--- config.mk ---
export PLATFORM = sky130hd
export DESIGN_NAME = srsal_monitor
export DESIGN_NICKNAME = d
export VERILOG_FILES = /design/src/rtl/srsal_pkg.sv /design/src/rtl/srsal_txn_if.sv /design/src/rtl/srsal_monitor.sv /design/src/rtl/srsal_txn_count.sv
export SDC_FILE = /design/constraint.sdc
export NUM_CORES = 1
export LEC_CHECK = 0
export ABC_AREA = 1
export BUFFER_PORTS_ARGS = -buffer_cell sky130_fd_sc_hd__buf_4
export CAP_MARGIN = 10
export CORE_ASPECT_RATIO = 0.5
export CORE_MARGIN = 3
export CORE_UTILIZATION = 30
export CTS_CLUSTER_DIAMETER = 30
export DETAILED_ROUTE_END_ITERATION = 16
export GPL_TIMING_DRIVEN = 0
export PLACE_DENSITY = 0.55
export SYNTH_ARGS = -nofsm -noshare
export SYNTH_HDL_FRONTEND = slang
export SYNTH_SLANG_ARGS = --single-unit
--- constraint.sdc ---
create_clock -name clk -period 2.9 [get_ports clk]
set_input_delay 0.145 -clock clk [delete_from_list [all_inputs] [get_ports clk]]
set_output_delay 0.145 -clock clk [all_outputs]
set_load 0.02 [all_outputs]
--- src/rtl/srsal_pkg.sv ---
// Purpose: Shared constants and types of the soft reset status block.
// Assumes: Byte addressed 32-bit register words.
// Notes: Offsets are byte addresses on the register bus.
package srsal_pkg;

  // ------------------------------------------------------------------
  // Register map
  // ------------------------------------------------------------------
  localparam int ADR_W = 8;
  localparam logic [7:0] ADR_STATUS = 8'h00;
  localparam logic [7:0] ADR_RD_LOG = 8'h04;
  localparam logic [7:0] ADR_WR_LOG = 8'h08;
  localparam logic [7:0] ADR_IRQ_STAT = 8'h0C;
  localparam logic [7:0] ADR_IRQ_MASK = 8'h10;

  // ------------------------------------------------------------------
  // Field layout
  // ------------------------------------------------------------------
  localparam int DW = 32;
  localparam int STS_RD_ACT = 0;
  localparam int STS_WR_ACT = 1;
  localparam int STS_RD_SEEN = 2;
  localparam int STS_WR_SEEN = 3;
  localparam int STS_CODE_LO = 4;
  localparam int STS_CODE_HI = 5;
  localparam int TAG_W = 24;
  localparam int NODE_W = 8;
  localparam logic [1:0] CODE_OK = 2'h0;
  localparam int CODE_ERR_BIT = 0;
  localparam int CODE_TXN_BIT = 1;

  // ------------------------------------------------------------------
  // Interrupt events
  // ------------------------------------------------------------------
  localparam int IRQ_W = 4;
  localparam int IRQ_RD_SEEN = 0;
  localparam int IRQ_WR_SEEN = 1;
  localparam int IRQ_RD_LOG = 2;
  localparam int IRQ_WR_LOG = 3;
  localparam logic [3:0] IRQ_STAT_RST = 4'h0;
  localparam logic [3:0] IRQ_MASK_RST = 4'h0;

  // ------------------------------------------------------------------
  // Reset values and directions
  // ------------------------------------------------------------------
  localparam logic [31:0] LOG_RST = 32'h0000_0000;
  localparam int DIR_RD = 0;
  localparam int DIR_WR = 1;
  localparam int NDIR = 2;

  typedef enum logic [1:0] {
    SRSAL_AXI_IN = 2'h0,
    SRSAL_AHB_IN = 2'h1,
    SRSAL_EGRESS = 2'h3
  } srsal_port_t;

endpackage : srsal_pkg

--- src/rtl/srsal_txn_if.sv ---
// Purpose: Carrier between the monitor and one in-flight counter.
// Assumes: All signals on the monitor clock.
// Notes: Start and done are one-cycle pulses.
`timescale 1ns/1ns
interface srsal_txn_if;
  logic start;
  logic done;
  logic busy;
  modport cnt (input start, input done, output busy);
  modport user (output start, output done, input busy);
endinterface : srsal_txn_if

--- src/rtl/srsal_monitor.sv ---
// Purpose: Soft reset status and access log registers of a port monitor.
// Assumes: Traffic strobes come from logic on clk; Wishbone classic.
// Notes: Registers answer one cycle after the strobe; writes land with ack.
//
// What this block does
// RULE_01: Status bits 5:4 give 00 unless exit is pending, else error and outstanding causes.
// RULE_02: A secure write arriving after soft reset entry sets the write-seen flag.
// RULE_03: A read arriving while the reset request bit is one sets the read-seen flag.
// RULE_04: Reentry and re-exit events clear both seen flags.
// RULE_05: Status bit 1 is high while at least one write is in flight.
// RULE_06: Status bit 0 is high while at least one read is in flight.
// RULE_07: Software writes zeros to status bits 31:6 and ignores their value.
// RULE_08: The read log keeps tag and node of the first read after isolation.
// RULE_09: The write log keeps tag and node of the first write after isolation.
// RULE_10: At an AXI ingress the tag is the raw ID, at an AHB ingress the master number.
// RULE_11: At an egress the tag is the one carried by the originating transaction.
// RULE_12: The node field is the node number of the originating ingress port.
// RULE_13: Only secure accesses can read the two log registers.
// RULE_14: Reentry also clears the capture state held with the log registers.
// RULE_15: The reset pin is asserted while the request value is one.
// RULE_16: A captured log entry is kept until the first arrival after a reentry or re-exit replaces it.
`timescale 1ns/1ns
module srsal_monitor
  import srsal_pkg::*;
#(
  parameter srsal_port_t PORT_KIND = SRSAL_AXI_IN,
  parameter logic [7:0] NODE_ID = 8'h00,
  parameter int ID_W = 24,
  parameter int HM_W = 8,
  parameter int CNT_W = 8,
  parameter bit PIN_ACT_LOW = 1'b1
) (
  // Clock and reset
  input wire logic clk,
  input wire logic rst,
  // Register bus
  input wire logic wb_cyc_i,
  input wire logic wb_stb_i,
  input wire logic wb_we_i,
  input wire logic [ADR_W-1:0] wb_adr_i,
  input wire logic [3:0] wb_sel_i,
  input wire logic [DW-1:0] wb_dat_i,
  input wire logic wb_secure_i,
  output logic [DW-1:0] wb_dat_o,
  output logic wb_ack_o,
  // Soft reset control state
  input wire logic srst_req_i,
  input wire logic srst_entered_i,
  input wire logic exit_pend_i,
  input wire logic reentry_i,
  input wire logic reexit_i,
  input wire logic err_pend_i,
  output logic srst_pin_o,
  // Read traffic
  input wire logic rd_start_i,
  input wire logic rd_done_i,
  input wire logic [ID_W-1:0] rd_axi_id_i,
  input wire logic [TAG_W-1:0] rd_orig_tag_i,
  input wire logic [NODE_W-1:0] rd_orig_node_i,
  // Write traffic
  input wire logic wr_start_i,
  input wire logic wr_done_i,
  input wire logic wr_secure_i,
  input wire logic [ID_W-1:0] wr_axi_id_i,
  input wire logic [TAG_W-1:0] wr_orig_tag_i,
  input wire logic [NODE_W-1:0] wr_orig_node_i,
  // Shared AHB requester number
  input wire logic [HM_W-1:0] ahb_hmaster_i,
  // Interrupt
  output logic irq_o
);

  // ------------------------------------------------------------------
  // Parameter checks
  // ------------------------------------------------------------------
  if (ID_W < 1 || ID_W > TAG_W) begin : g_chk_id
    $error("srsal_monitor: ID_W must be 1 to 24");
  end
  if (HM_W < 1 || HM_W > TAG_W) begin : g_chk_hm
    $error("srsal_monitor: HM_W must be 1 to 24");
  end
  if (CNT_W < 1) begin : g_chk_cnt
    $error("srsal_monitor: CNT_W must be at least 1");
  end
  if (TAG_W + NODE_W != DW) begin : g_chk_log
    $error("srsal_monitor: log fields must fill one data word");
  end
  if (PORT_KIND != SRSAL_AXI_IN && PORT_KIND != SRSAL_AHB_IN &&
      PORT_KIND != SRSAL_EGRESS) begin : g_chk_kind
    $error("srsal_monitor: PORT_KIND must name a known port kind");
  end

  // ------------------------------------------------------------------
  // State
  // ------------------------------------------------------------------
  typedef struct packed {
    logic ack;
    logic [DW-1:0] dat;
    logic rd_seen;
    logic wr_seen;
    logic rd_cap;
    logic wr_cap;
    logic [DW-1:0] rd_log;
    logic [DW-1:0] wr_log;
    logic [IRQ_W-1:0] irq_stat;
    logic [IRQ_W-1:0] irq_mask;
    logic irq;
    logic pin;
  } srsal_st_t;

  localparam srsal_st_t ST_RST = '{
    ack: 1'b0,
    dat: '0,
    rd_seen: 1'b0,
    wr_seen: 1'b0,
    rd_cap: 1'b0,
    wr_cap: 1'b0,
    rd_log: LOG_RST,
    wr_log: LOG_RST,
    irq_stat: IRQ_STAT_RST,
    irq_mask: IRQ_MASK_RST,
    irq: 1'b0,
    pin: PIN_ACT_LOW
  };

  srsal_st_t s_r;
  srsal_st_t s_nxt;

  // ------------------------------------------------------------------
  // Tag and node selection
  // ------------------------------------------------------------------
  function automatic logic [TAG_W-1:0] srsal_pick_tag(
    input logic [ID_W-1:0] id,
    input logic [HM_W-1:0] hm,
    input logic [TAG_W-1:0] orig
  );
    logic [TAG_W-1:0] tag;
    case (PORT_KIND)
      SRSAL_AXI_IN: begin
        tag = TAG_W'(id); // [RULE_10]
      end
      SRSAL_AHB_IN: begin
        tag = TAG_W'(hm); // [RULE_10]
      end
      default: begin
        tag = orig; // [RULE_11]
      end
    endcase
    return tag;
  endfunction : srsal_pick_tag

  function automatic logic [NODE_W-1:0] srsal_pick_node(
    input logic [NODE_W-1:0] orig
  );
    logic [NODE_W-1:0] node;
    if (PORT_KIND == SRSAL_EGRESS) begin
      node = orig; // [RULE_12]
    end else begin
      node = NODE_ID; // [RULE_12]
    end
    return node;
  endfunction : srsal_pick_node

  // ------------------------------------------------------------------
  // Bus decode
  // ------------------------------------------------------------------
  function automatic logic srsal_wr_hit(
    input logic wr,
    input logic [ADR_W-1:0] adr,
    input logic [ADR_W-1:0] target
  );
    return wr && (adr == target);
  endfunction : srsal_wr_hit

  // ------------------------------------------------------------------
  // In-flight counters
  // ------------------------------------------------------------------
  srsal_txn_if txn [NDIR] ();
  logic [NDIR-1:0] starts;
  logic [NDIR-1:0] dones;
  logic [NDIR-1:0] busys;

  assign starts[DIR_RD] = rd_start_i;
  assign starts[DIR_WR] = wr_start_i;
  assign dones[DIR_RD] = rd_done_i;
  assign dones[DIR_WR] = wr_done_i;

  for (genvar g = 0; g < NDIR; g++) begin : g_cnt
    assign txn[g].start = starts[g];
    assign txn[g].done = dones[g];
    assign busys[g] = txn[g].busy;
    srsal_txn_count #(
      .CNT_W(CNT_W)
    ) u_cnt (
      .clk(clk),
      .rst(rst),
      .t(txn[g])
    );
  end

  // ------------------------------------------------------------------
  // Next state
  // ------------------------------------------------------------------
  logic acc;
  logic wr_acc;
  logic clr;
  logic rd_seen_ev;
  logic wr_seen_ev;
  logic rd_log_ev;
  logic wr_log_ev;
  logic rd_take;
  logic wr_take;
  logic [1:0] code;
  logic [DW-1:0] status_word;
  logic [IRQ_W-1:0] irq_ev;
  logic [IRQ_W-1:0] irq_w1c;

  always_comb begin
    s_nxt = s_r;
    acc = wb_cyc_i && wb_stb_i && !s_r.ack;
    // A write lands at the edge where the master sees ack high.
    wr_acc = wb_cyc_i && wb_stb_i && s_r.ack && wb_we_i && wb_sel_i[0];
    clr = reentry_i || reexit_i;
    // Arrival counts as in flight from the cycle after its own start pulse.
    rd_seen_ev = rd_start_i && srst_req_i; // [RULE_03]
    wr_seen_ev = wr_start_i && wr_secure_i && srst_entered_i; // [RULE_02]
    rd_log_ev = rd_start_i && srst_entered_i;
    wr_log_ev = wr_start_i && srst_entered_i;
    // A clear in the same cycle rearms capture for this arrival.
    rd_take = rd_log_ev && (!s_r.rd_cap || clr); // [RULE_16]
    wr_take = wr_log_ev && (!s_r.wr_cap || clr); // [RULE_16]

    // Exit blocker code.
    code = CODE_OK; // [RULE_01]
    if (exit_pend_i) begin
      code[CODE_ERR_BIT] = err_pend_i; // [RULE_01]
      code[CODE_TXN_BIT] = |busys; // [RULE_01]
    end

    // Reserved bits read as zero; writes to them have no effect.
    status_word = '0; // [RULE_07]
    status_word[STS_RD_ACT] = busys[DIR_RD]; // [RULE_06]
    status_word[STS_WR_ACT] = busys[DIR_WR]; // [RULE_05]
    status_word[STS_RD_SEEN] = s_r.rd_seen;
    status_word[STS_WR_SEEN] = s_r.wr_seen;
    status_word[STS_CODE_HI:STS_CODE_LO] = code;

    // Seen flags: a set in the clearing cycle wins.
    if (clr) begin
      s_nxt.rd_seen = 1'b0; // [RULE_04]
      s_nxt.wr_seen = 1'b0; // [RULE_04]
    end
    if (rd_seen_ev) begin
      s_nxt.rd_seen = 1'b1; // [RULE_03]
    end
    if (wr_seen_ev) begin
      s_nxt.wr_seen = 1'b1; // [RULE_02]
    end

    // First-arrival capture, held until the capture state clears.
    if (clr) begin
      s_nxt.rd_cap = 1'b0; // [RULE_14]
      s_nxt.wr_cap = 1'b0; // [RULE_14]
    end
    if (rd_take) begin // [RULE_16]
      s_nxt.rd_cap = 1'b1;
      s_nxt.rd_log = {srsal_pick_tag(rd_axi_id_i, ahb_hmaster_i,
                                     rd_orig_tag_i),
                      srsal_pick_node(rd_orig_node_i)}; // [RULE_08]
    end
    if (wr_take) begin // [RULE_16]
      s_nxt.wr_cap = 1'b1;
      s_nxt.wr_log = {srsal_pick_tag(wr_axi_id_i, ahb_hmaster_i,
                                     wr_orig_tag_i),
                      srsal_pick_node(wr_orig_node_i)}; // [RULE_09]
    end

    // Interrupt status: write one to clear, new events win.
    irq_ev = '0;
    irq_ev[IRQ_RD_SEEN] = rd_seen_ev && !s_r.rd_seen;
    irq_ev[IRQ_WR_SEEN] = wr_seen_ev && !s_r.wr_seen;
    irq_ev[IRQ_RD_LOG] = rd_take;
    irq_ev[IRQ_WR_LOG] = wr_take;
    irq_w1c = '0;
    if (srsal_wr_hit(wr_acc, wb_adr_i, ADR_IRQ_STAT)) begin
      irq_w1c = wb_dat_i[IRQ_W-1:0];
    end
    s_nxt.irq_stat = (s_r.irq_stat & ~irq_w1c) | irq_ev;
    if (srsal_wr_hit(wr_acc, wb_adr_i, ADR_IRQ_MASK)) begin
      s_nxt.irq_mask = wb_dat_i[IRQ_W-1:0];
    end
    s_nxt.irq = |(s_nxt.irq_stat & s_nxt.irq_mask);

    // Reset pin follows the request value.
    s_nxt.pin = srst_req_i ^ PIN_ACT_LOW; // [RULE_15]

    // Bus answer: one cycle later, read data registered with ack.
    s_nxt.ack = acc;
    s_nxt.dat = '0;
    if (acc && !wb_we_i) begin
      case (wb_adr_i)
        ADR_STATUS: begin
          s_nxt.dat = status_word;
        end
        ADR_RD_LOG: begin
          if (wb_secure_i) begin
            s_nxt.dat = s_r.rd_log; // [RULE_13]
          end
        end
        ADR_WR_LOG: begin
          if (wb_secure_i) begin
            s_nxt.dat = s_r.wr_log; // [RULE_13]
          end
        end
        ADR_IRQ_STAT: begin
          s_nxt.dat = {{(DW-IRQ_W){1'b0}}, s_r.irq_stat};
        end
        ADR_IRQ_MASK: begin
          s_nxt.dat = {{(DW-IRQ_W){1'b0}}, s_r.irq_mask};
        end
        default: begin
          s_nxt.dat = '0;
        end
      endcase
    end
  end

  // ------------------------------------------------------------------
  // State register
  // ------------------------------------------------------------------
  always_ff @(posedge clk) begin
    if (rst) begin
      s_r <= ST_RST;
    end else begin
      s_r <= s_nxt;
    end
  end

  // ------------------------------------------------------------------
  // Outputs
  // ------------------------------------------------------------------
  assign wb_ack_o = s_r.ack;
  assign wb_dat_o = s_r.dat;
  assign irq_o = s_r.irq;
  assign srst_pin_o = s_r.pin;

endmodule : srsal_monitor

--- src/rtl/srsal_txn_count.sv ---
// Purpose: Counts transactions in flight in one direction.
// Assumes: Start and done pulses come from the same clock domain.
// Notes: The count saturates at both ends.
`timescale 1ns/1ns
module srsal_txn_count
  import srsal_pkg::*;
#(
  parameter int CNT_W = 8
) (
  // Clock and reset
  input wire logic clk,
  input wire logic rst,
  // Counter carrier
  srsal_txn_if.cnt t
);

  typedef struct packed {
    logic [CNT_W-1:0] cnt;
    logic busy;
  } srsal_cnt_st_t;

  srsal_cnt_st_t s_r;
  srsal_cnt_st_t s_nxt;

  if (CNT_W < 1) begin : g_chk
    $error("srsal_txn_count: CNT_W must be at least 1");
  end

  always_comb begin
    s_nxt = s_r;
    if (t.start && !t.done && s_r.cnt != {CNT_W{1'b1}}) begin
      s_nxt.cnt = s_r.cnt + {{(CNT_W-1){1'b0}}, 1'b1};
    end else if (t.done && !t.start && s_r.cnt != '0) begin
      s_nxt.cnt = s_r.cnt - {{(CNT_W-1){1'b0}}, 1'b1};
    end
    s_nxt.busy = (s_nxt.cnt != '0);
  end

  always_ff @(posedge clk) begin
    if (rst) begin
      s_r <= '0;
    end else begin
      s_r <= s_nxt;
    end
  end

  assign t.busy = s_r.busy;

endmodule : srsal_txn_count

Word-level counts from Yosys, hierarchy flattened
Cells that the tools add are included.
{ "totals": {"wordCells": 97, "ff_bits": 113} }
{ "op_classes": {"n_mux": 15, "n_bitwise": 6, "reduce_logical": 50, "add_sub_neg": 4, "eq_ne": 6} }
{ "ops": {"columns": ["cell", "n"], "rows": [
  ["32-bit case mux with 5 select lines", 1],
  ["32-bit 2-to-1 mux", 2],
  ["8-bit 2-to-1 mux", 4],
  ["8-bit nonzero test", 4],
  ["1-bit logical AND", 25],
  ["8-bit by 1-bit adder with 8-bit output, second input constant", 2],
  ["8-bit by 4-bit == test with 1-bit output, second input constant", 2],
  ["8-bit != test, second input constant", 2],
  ["8-bit by 1-bit subtractor with 8-bit output, second input constant", 2],
  ["1-bit logical NOT", 10],
  ["4-bit AND", 2],
  ["8-bit by 3-bit == test with 1-bit output, second input constant", 1],
  ["8-bit by 5-bit == test with 1-bit output, second input constant", 1],
  ["8-bit logical NOT", 1],
  ["4-bit 2-to-1 mux", 2],
  ["2-bit nonzero test", 4],
  ["1-bit 2-to-1 mux", 4],
  ["2-bit 2-to-1 mux", 2],
  ["4-bit inverter", 1],
  ["4-bit OR", 1],
  ["2-bit OR reduction", 2],
  ["4-bit OR reduction", 1],
  ["1-bit logical OR", 3],
  ["1-bit inverter", 2]
]} }

Logic depth before layout (Yosys ltp)
Gate-level depths: netlist of the first run.
{ "depth": {"depth_word": 11, "mapped_depth": 14} }

Cells and area by module
A second synthesis of the first run with hierarchy kept.
{ "hier_totals": {"hier_cells": 760, "hier_area_um2": 5481.5} }
{ "by_module_without_submodules": {"columns": ["module", "instances", "cells_per_inst", "seq_area_each_um2", "area_each_um2"], "rows": [
  ["srsal_monitor", 1, 486, 1861.8, 3892.5],
  ["srsal_txn_count", 2, 137, 180.2, 794.5]
]} }

Worst setup path after synthesis of the first run
OpenSTA, ideal clock, no wires.
{ "synth_path": {"path_kind": "register -> register", "start": "reg g_cnt[0].u_cnt.s_r[1] in the netlist's numbering", "end": "reg g_cnt[0].u_cnt.s_r (netlist bit g_cnt[0].u_cnt.t.busy)", "setup_time_ns": 0.128, "synth_period_minus_slack_ns": 1.609, "arrival_ns": 1.481, "required_time_ns": 2.772, "path_stages_with_launch": 13, "setup_slack_ns": 1.291, "cell_sequence": "dfxtp_1 inv_1 ha_1 nand3_1 nor2_1 nor2_1 o21ai_0 nand2_1 nand2_1 nor2_1 nand2_1 nor2_1 nor2_1"} }
{ "synth_between": {"elab_chain_len": 5, "word_cells_on_any_way": 9, "classes_between": "add/sub: 2; eq/ne: 1; mux: 2; reduce/logical: 4"} }
{ "synth_lines": {"columns": ["item", "line", "text"], "rows": [
  ["start: declaration", "srsal_txn_count.sv:22", "srsal_cnt_st_t s_r;"],
  ["start signal: assignment", "srsal_txn_count.sv:43", "s_r <= s_nxt;"],
  ["branches (longest 3 deep; another with 8-bit by 1-bit subtractor with 8-bit output)", null, null],
  ["8-bit 2-to-1 mux *", "srsal_txn_count.sv:31", "if (t.start && !t.done && s_r.cnt != {CNT_W{1'b1}}) begin"],
  ["8-bit nonzero test *", "srsal_txn_count.sv:36", "s_nxt.busy = (s_nxt.cnt != '0);"]
]} }
Every way passes the cells marked *.
A chain may end at the register's enable or synchronous reset.

Final worst setup path of the first run
{ "layout_path": {"start": "reg g_cnt[1].u_cnt.s_r[1] in the netlist's numbering", "end": "reg g_cnt[1].u_cnt.s_r (netlist bit g_cnt[1].u_cnt.t.busy)"} }
{ "layout_between": {"elab_chain_len": 5, "word_cells_on_any_way": 9, "classes_between": "add/sub: 2; eq/ne: 1; mux: 2; reduce/logical: 4"} }
{ "layout_lines": {"columns": ["item", "line"], "rows": [
  ["start: declaration", "srsal_txn_count.sv:22"],
  ["start signal: assignment", "srsal_txn_count.sv:43"],
  ["branches (longest 3 deep; another with 8-bit by 1-bit subtractor with 8-bit output)", null],
  ["8-bit 2-to-1 mux *", "srsal_txn_count.sv:31"],
  ["8-bit nonzero test *", "srsal_txn_count.sv:36"]
]} }
Marks and branches as above.

==> impl_results.md, run 1 <==
- Crit path top cell by count: nand2_1
- Fmax achieved: 505 MHz
- Final Util: 0.398
- Rel. slew slack: 0.618
- EDFF count, synth: 0
- Reg-to-reg endpoint: g_cnt[1].u_cnt.t.busy$_SDFF_PP0_
- Worst hold start: wr_axi_id_i[8]
- Final GP Congestion: 0.872
- Crit path kind: register to register
- Critical path's slowest cell: dfxtp_1
- Clk Tree Root Cell: clkbuf_16
- Family with the most delay on the worst path: simple AND/OR/NAND/NOR gates
- Required time of the worst setup path: 3.12 ns
- Share of Yosys cell area claimed by the top area cell type: 0.422
- VDD IR max: 295 µV
- CP endpoint kind: register
- Final ANT Viol Nets: 0
- CTS Sinks: 111
- Antenna cell count: 0
- Tot GR Track Use: 0.144
- Pwr dens: 543 mW/mm²
- Synthesized area per cell: 7.15 µm²
- Hold path depth: 3
- RSZ-0062 raised after global routing: false
- Worst Path Arrival: 2.20 ns
- Die X: 193 µm
- Area contributors post-synth: dfxtp_1 42%, nor2_1 12%, nand2_1 10%
- Initial antenna violation count: 0
- Synth async-reset ratio: 0
- Postcts setup bufs: 0
- Worst r2r src: g_cnt[1].u_cnt.s_r[1]$_SDFF_PP0_
- Setup violators final: 0
- Slew of the pin with the lowest slew margin: 0.573 ns
- Largest net degree at the start of global routing: 21
- Most frequent cells in the layout: 170 x nor2_1, 146 x nand2_1, 144 x buf_4
- Via density: 4.37
- Critical path depth: 12
- Final WS setup: 0.919 ns
- CP bufs+invs: 2
- Commonest non-fill, non-tap cell in the layout: nor2_1
- Number of global-route vias before repair: 4475
- Slew Viols, Final: 0
- #FFs+latches synth: 111
- Critical path endpoint: g_cnt[1].u_cnt.t.busy$_SDFF_PP0_
- I/O Pins: 216
- First-pass iteration count of the detailed router: 4
- Overflow after GRT: 0
- Cell Chain, Critical Path: inv_1, ha_1, nand3_1, inv_1, nand2_1, nand2_2, nand2_1, nand2_1, a21oi_1, nand2_1, nor2_1, a21oi_1
- CTS H-Tree Depth: 3
- # rows: 33
- Clock Latency Late Sink: 0.35 ns
- Static Leakage: 3.08 nW
- Starting Density: 0.314
- Worst-path clk slew: 0.08 ns
- Dpl ws: 0.954 ns
- Max Root-Sink Buffers: 2
- Final hold violation count: 0
- Post-CTS resize count: 0
- # nets final: 1045
- Flop-to-flop setup slack: 0.92 ns
- CP max stage delay: 0.43 ns
- Post-Route WL: 14.0 mm
- Hold crit path type: primary input to register
- P&R area growth vs syn: 26.8%
- Port-buffer cells: 109
- Wire length per cell: 12.9 µm
- Hold buffers post-CTS: 1
- Die area: 0.0193 mm²
- Worst setup path start: g_cnt[1].u_cnt.s_r[1]$_SDFF_PP0_
- Max Clock Skew: 0.0154 ns
- Critical path fanouts, max: 9
- Synth Instances: 736
- Status: complete, no violations
- Synth cell types: 37
- Post-synthesis sequential area ratio: 0.422
- Max-cap violations: 0
- Layout cells sized above 1: 0.241
- Core Area: 0.0168 mm²
- HPWL Detailed: 10.8 mm
- R2R depth: 12
- Tot Pwr: 3.62 mW
- Yosys warning count: 0
- Global-route wire length before repair: 22.6 mm
- Post-route DRC violation count: 0
- Initial DRC count: 225
- Final period util: 0.683
- Synthesized cell area: 0.00526 mm²
- CTS tree: yes
- Num CTS Buffers: 9
- Fin crit period: 1.98 ns
- Yosys top cell by area: dfxtp_1
- Setup TNS Final: 0 ns
- Routed vias: 4765
- Die Span Y: 99.6 µm
- Synth Flop Type: dfxtp_1
- CP startpoint kind: register
-- worst min path at each step --
stage	endpoint	slack, ns
after floorplan	srst_pin_o$_SDFF_PP1_	0.21
after global placement	srst_pin_o$_SDFF_PP1_	0.33
after CTS	s_r[26]$_SDFFE_PP0P_	0.04
after global routing	s_r[58]$_SDFFE_PP0P_	0.04
after detailed placement	srst_pin_o$_SDFF_PP1_	0.33
final	s_r[26]$_SDFFE_PP0P_	0.04
-- cell usage after synthesis (7+ instances only) --
cell	n
a22oi_1	24
buf_2	8
a21oi_1	21
dfxtp_1	111
inv_2	7
inv_1	50
clkbuf_1	15
nor2_1	170
nand2_2	9
buf_4	35
nand2_1	146
nand3_1	25
o21ai_0	56
nand4_1	7
-- report_power, final --
part           switching [mW]  total (mW)  leakage [nW]  internal [mW]
sequential             0.0629        1.68         0.908           1.61
combinational           0.429       0.728          2.03          0.299
clock                   0.610        1.22         0.142          0.607
total                    1.10        3.62          3.08           2.52
-- per-layer routing --
metal	share of wire	up-vias	wire, µm	global-route usage
met5	0	-	0	0
met4	0.0061	0	86	0.0300
met3	0.025	6	354	0.0271
met2	0.47	68	6640	0.243
met1	0.50	2143	6950	0.194
li1	-	2548	-	-
-- cells by family after synthesis --
kind of cell	Yosys count	share of synthesized area
AND/OR/NAND/NOR	377	0.304
AO/OA/AOI/OAI	115	0.129
buffers and inverters	118	0.116
XOR/XNOR	7	0.0117
flip-flops	111	0.422
other	1	0.000713
multiplexers	1	0.00190
adder cells (fa/ha/maj)	6	0.0143
-- registers in the layout, summed over array words and instances (netlist names) --
signal              cells
srst_pin_o              1
s_r                    60
g_cnt.u_cnt.t.busy      2
g_cnt.u_cnt.s_r        16
wb_dat_o               30
wb_ack_o                1
irq_o                   1
-- worst register-to-register path: stages (launching register included) --
cell and delay, ns:
dfxtp_1 0.43, inv_1 0.17, ha_1 0.25, nand3_1 0.10, inv_1 0.05, nand2_1 0.09
nand2_2 0.15, nand2_1 0.10, nand2_1 0.06, a21oi_1 0.20, nand2_1 0.09, nor2_1 0.10
a21oi_1 0.07
-- cell type report --
cell class | count | area, µm²
fill | 1786 | 10100
multi-input combinational | 508 | 2430
sequential | 111 | 2220
timing repair buffer | 110 | 828
buffer | 61 | 394
tap | 227 | 284
clock buffer | 10 | 229
inverter | 57 | 214
clock inverter | 6 | 62.6
-- metrics by stage --
stage | std cells | instance area (µm²) | hold WS [ns]
after global routing | 1090 | 6670 | 0.0445
after detailed placement | 1073 | 6370 | 0.330
after CTS | 1090 | 6670 | 0.0410
after global placement | 1073 | 6370 | 0.328
after floorplan | 737 | 5270 | 0.215
final | 1090 | 6670 | 0.0431
Power figures use the tool's default switching activity.
==> run 2, diff against run 1 <==
==> constraint.sdc (replaced) <==
create_clock -name clk -period 1.9 [get_ports clk]
set_input_delay 0.095 -clock clk [delete_from_list [all_inputs] [get_ports clk]]
set_output_delay 0.095 -clock clk [all_outputs]
set_load 0.02 [all_outputs]
==> run 2 against run 1 <==
  * Register-to-register slack lost 0.75 ns
  * Final area grew 3.5%
  * Non-clock buffer count increased by 15
  * Cell count grew 1.4%
==> impl_results.md, run 2 (synthesis gave the netlist of run 1 again) <==
- # rows: 33
- Final WS setup: 0.166 ns
- CP startpoint kind: register
- Die X: 193 µm
- I/O Pins: 216
- Via density: 4.40
- Rel. slew slack: 0.627
- CTS Sinks: 111
- Final GP Congestion: 0.872
- Required time of the worst setup path: 2.12 ns
- Number of cells in the finished layout apart from fillers: 1105
- Cell Chain, Critical Path: inv_2, ha_1, nand3_1, inv_1, nand2_1, nand2_4, nand2_1, nand2_1, a21oi_1, nand2_1, nor2_1, a21oi_1
- Worst-path clk slew: 0.08 ns
- Clk Tree Root Cell: clkbuf_16
- Tot GR Track Use: 0.145
- CP max stage delay: 0.38 ns
- Tot Pwr: 5.62 mW
- Max Clock Skew: 0.0126 ns
- CP endpoint kind: register
- Final period util: 0.912
- Core Area: 0.0168 mm²
- First-pass iteration count of the detailed router: 4
- Starting Density: 0.314
- Setup violators final: 0
- Post-route DRC violation count: 0
- Dpl ws: -0.0464 ns
- Die area: 0.0193 mm²
- Largest net degree at the start of global routing: 21
- CTS tree: yes
- Final hold violation count: 0
- Pwr dens: 814 mW/mm²
- Final ANT Viol Nets: 0
- Inst Count DP: 1073
- Routed vias: 4861
- Port-buffer cells: 109
- Most frequent cells in the layout: 167 x nor2_1, 147 x buf_4, 144 x nand2_1
- Final Util: 0.412
- Number of global-route vias before repair: 4563
- Fin crit period: 1.73 ns
- Overflow after GRT: 0
- Critical path fanouts, max: 9
- Slew Viols, Final: 0
- Num CTS Buffers: 9
- Initial antenna violation count: 0
- Global-route wire length before repair: 22.8 mm
- Crit path top cell by count: nand2_1
- VDD IR max: 429 µV
- Layout cells sized above 1: 0.262
- Critical path's slowest cell: dfxtp_4
- Commonest non-fill, non-tap cell in the layout: nor2_1
- Worst Path Arrival: 1.95 ns
- CTS H-Tree Depth: 3
- Fmax achieved: 577 MHz
- Antenna cell count: 0
- Register with the most flip-flops: s_r
- Wire length per cell: 12.8 µm
- # nets final: 1060
- Crit path kind: register to register
- Slew of the pin with the lowest slew margin: 0.559 ns
- Post-Route WL: 14.2 mm
- Die Span Y: 99.6 µm
- Status: complete, no violations
- Final hold slack: 0.00730 ns
- Hold crit path type: primary input to register
- Clock Latency Late Sink: 0.35 ns
- Max-cap violations: 0
- Max reg flops: 60
- Static Leakage: 3.17 nW
- HPWL Detailed: 10.8 mm
- Max Root-Sink Buffers: 2
- Initial DRC count: 191
- P&R area growth vs syn: 31.2%
[run 2: changes by cell type in the layout (fill, tap and decap cells not counted), moves of 3 or more]
cell | previous run | this run
dlygate4sd3_1 | 1 | 13
ha_2 | 0 | 3
nor2_2 | 5 | 8
dfxtp_1 | 111 | 107
buf_4 | 144 | 147
nor2_1 | 170 | 167
ha_1 | 6 | 2
inv_1 | 50 | 47
dfxtp_4 | 0 | 4
[run 2: critical path: cells and delay by family (launching register included)]
kind,cells,cell delay (ns)
AO/OA/AOI/OAI,2,0.24
AND/OR/NAND/NOR,7,0.63
adder cells (fa/ha/maj),1,0.21
buffers and inverters,2,0.12
flip-flops,1,0.38
[run 2: area by class of cell]
type,count,area (µm²)
fill,1773,9860
multi-input combinational,508,2500
sequential,111,2240
timing repair buffer,125,971
buffer,61,399
tap,227,284
clock buffer,10,229
inverter,57,216
clock inverter,6,62.6
[run 2: through the flow]
step	setup TNS [ns]	cell area, µm²
final	0	6900
after detailed placement	-0.0589	6370
after global routing	-0.000844	6900
after global placement	-0.0446	6370
after CTS	0	6790
after floorplan	0	5270
[run 2: where the power goes]
part	internal, mW	switching (mW)
clock network	0.927	0.933
logic	0.502	0.686
registers	2.47	0.103
[run 2: worst paths after layout]
check | start | end | slack [ns] | cells past startpoint
setup reg to reg | g_cnt[1].u_cnt.s_r[1]$_SDFF_PP0_ | g_cnt[1].u_cnt.t.busy$_SDFF_PP0_ | 0.17 | 12
hold / removal | rd_axi_id_i[23] | s_r[73]$_SDFFE_PP0P_ | 0.007 | 3
setup / recovery | g_cnt[1].u_cnt.s_r[1]$_SDFF_PP0_ | g_cnt[1].u_cnt.t.busy$_SDFF_PP0_ | 0.17 | 12
hold reg to reg | s_r[32]$_SDFFE_PP0P_ | s_r[32]$_SDFFE_PP0P_ | 0.48 | 2
[run 2: routing by layer]
metal	vias up	track usage	share of wire
met1	2187	0.195	0.48
met5	-	0	0
met4	0	0.0333	0.0075
met2	85	0.243	0.48
li1	2583	-	-
met3	6	0.0264	0.030
[run 2: timing repair]
action | CTS | global route
resized for setup | 4 | 27
pin swaps | 0 | 5
hold buffers | 13 | 0
endpoints found under the hold margin | 13 | 0
endpoints found under the setup margin | 2 | 12
setup buffers | 0 | 3
==> run 3, diff against run 2 <==
--- a/config.mk
+++ b/config.mk
@@ -8,13 +8,15 @@
 export ABC_AREA = 1
 export BUFFER_PORTS_ARGS = -buffer_cell sky130_fd_sc_hd__buf_4
 export CAP_MARGIN = 10
-export CORE_ASPECT_RATIO = 0.5
+export CELL_PAD_IN_SITES_DETAIL_PLACEMENT = 1
+export CELL_PAD_IN_SITES_GLOBAL_PLACEMENT = 1
+export CORE_ASPECT_RATIO = 1.1
 export CORE_MARGIN = 3
 export CORE_UTILIZATION = 30
 export CTS_CLUSTER_DIAMETER = 30
 export DETAILED_ROUTE_END_ITERATION = 16
 export GPL_TIMING_DRIVEN = 0
-export PLACE_DENSITY = 0.55
+export PLACE_DENSITY = 0.74
 export SYNTH_ARGS = -nofsm -noshare
 export SYNTH_HDL_FRONTEND = slang
 export SYNTH_SLANG_ARGS = --single-unit
==> constraint.sdc (replaced) <==
create_clock -name clk -period 1.9 [get_ports clk]
set_input_delay 0.095 -clock clk [delete_from_list [all_inputs] [get_ports clk]]
set_output_delay 0.095 -clock clk [all_outputs]
set_load 0.01 [all_outputs]
==> run 3 against run 2 <==
  * Via count up 6.2%
  * Final area increased by 2.6%
  * Critical endpoint is now g_cnt[0].u_cnt.t.busy$_SDFF_PP0_
  * Setup slack got worse by 0.088 ns
  * Non-clock buffer count increased by 8
  * Largest power group unchanged
==> impl_results.md, run 3 (synthesis gave the netlist of run 1 again) <==
- CTS tree: yes
- Rel. slew slack: 0.628
- Final hold violation count: 0
- Max-cap violations: 0
- VDD IR max: 483 µV
- CTS Sinks: 111
- Max reg flops: 60
- Commonest non-fill, non-tap cell in the layout: nor2_1
- Die X: 132 µm
- Clk Tree Root Cell: clkbuf_16
- Worst-path clk slew: 0.08 ns
- Starting Density: 0.307
- Worst Path Arrival: 2.05 ns
- Number of global-route vias before repair: 4957
- HPWL Detailed: 11.9 mm
- Pwr dens: 817 mW/mm²
- Slew Viols, Final: 0
- Register with the most flip-flops: s_r
- # rows: 50
- Wire length per cell: 14.3 µm
- Die Span Y: 145 µm
- GR Layer Usage met3: 0.0360
- Max Clock Skew: 0.0113 ns
- Largest net degree at the start of global routing: 20
- Overflow after GRT: 0
- Slew of the pin with the lowest slew margin: 0.558 ns
- Static Leakage: 3.26 nW
- Die area: 0.0192 mm²
- Initial DRC count: 270
- I/O Pins: 216
- Hold crit path type: primary input to register
- Final ANT Viol Nets: 0
- Fmax achieved: 549 MHz
- Critical path fanouts, max: 5
- Fin crit period: 1.82 ns
- GR Layer Usage met1: 0.208
- Routed vias: 5164
- Setup violators final: 0
- Via density: 4.61
- Required time of the worst setup path: 2.13 ns
- Max Root-Sink Buffers: 2
- RSZ-0062 raised after global routing: true
- Final period util: 0.959
- First-pass iteration count of the detailed router: 4
- Post-Route WL: 16.0 mm
- Final Util: 0.413
- Initial antenna violation count: 0
- P&R area growth vs syn: 34.6%
- Final GP Congestion: 0.905
- Antenna cell count: 0
- Core Area: 0.0171 mm²
- Post-route DRC violation count: 0
- Most frequent cells in the layout: 162 x nor2_1, 146 x buf_4, 144 x nand2_1
- GRT busiest layer: met2
- CP startpoint kind: register
- CTS H-Tree Depth: 3
- Num CTS Buffers: 9
- Met2 Track Usage GR: 0.281
- Layout cells sized above 1: 0.270
- Status: complete, no violations
- Port-buffer cells: 109
- Crit path kind: register to register
- Final instance area: 0.00708 mm²
- # nets final: 1068
- Global-route wire length before repair: 24.8 mm
- Tot GR Track Use: 0.162
- Clock Latency Late Sink: 0.36 ns
- CP endpoint kind: register
- Placed Area: 0.00638 mm²
## run 3: cell type report
type	instances	area, µm²
Clock inverter	5	46.3
Sequential cell	111	2240
Timing Repair Buffer	133	1080
Buffer	61	399
Multi-Input combinational cell	508	2550
Fill cell	2191	10100
Clock buffer	11	253
Inverter	57	224
Tap cell	234	293
## run 3: power by group
group	switching [mW]	total [mW]	internal [mW]	leakage [nW]
logic	0.751	1.29	0.541	2.20
registers	0.108	2.58	2.47	0.911
clock network	0.928	1.91	0.987	0.149
total	1.79	5.78	4.00	3.26
## run 3: final timing paths
path                                                  startpoint                               end  slack, ns  cells after the start
worst max register to register  g_cnt[0].u_cnt.s_r[1]$_SDFF_PP0_  g_cnt[0].u_cnt.t.busy$_SDFF_PP0_       0.08                     13
worst min register to register              s_r[74]$_SDFFE_PP0P_              s_r[74]$_SDFFE_PP0P_       0.47                      2
worst max-delay path            g_cnt[0].u_cnt.s_r[1]$_SDFF_PP0_  g_cnt[0].u_cnt.t.busy$_SDFF_PP0_       0.08                     13
worst min-delay path                             wr_axi_id_i[12]              s_r[30]$_SDFFE_PP0P_      0.002                      3
## run 3: stage by stage
stage	hold slack, ns	setup WS (ns)	setup TNS [ns]	std cells	total power [mW]
3_5_place_dp	0.304	-0.132	-1.31	1080	3.75
6_report	0.00197	0.0788	0	1120	5.78
4_1_cts	0.000733	0.00538	0	1117	5.73
2_1_floorplan	0.165	0.291	0	737	3.37
5_1_grt	0.00204	-0.0715	-0.0855	1120	6.12
3_3_place_gp	0.302	-0.0936	-0.644	1080	3.73
## run 3: per-layer routing
| layer | wire length, µm | vias up | part of all wire |
|---|---|---|---|
| li1 | - | 2594 | - |
| met5 | 0 | - | 0 |
| met1 | 7310 | 2478 | 0.46 |
| met4 | 157 | 0 | 0.0098 |
| met2 | 7880 | 80 | 0.49 |
| met3 | 658 | 12 | 0.041 |
## run 3: repair_timing
item,CTS,global route
gates cloned,0,1
endpoints found under the setup margin,2,13
hold endpoints to repair,20,0
resized for setup,6,40
hold buffers,20,0
pin swaps,1,12
buffers inserted,1,2
## run 3: worst max-delay path: stages (launching register included)
cell and delay (ns):
dfxtp_4 0.41, ha_4 0.16, nand2_4 0.06, nor2_4 0.13, nand3_4 0.10, nand2_4 0.09, buf_12 0.12, nand3_4 0.06
nand2_2 0.08, nand3_1 0.08, nor2_1 0.14, nand2_1 0.10, nor2_1 0.12, nor2_1 0.05
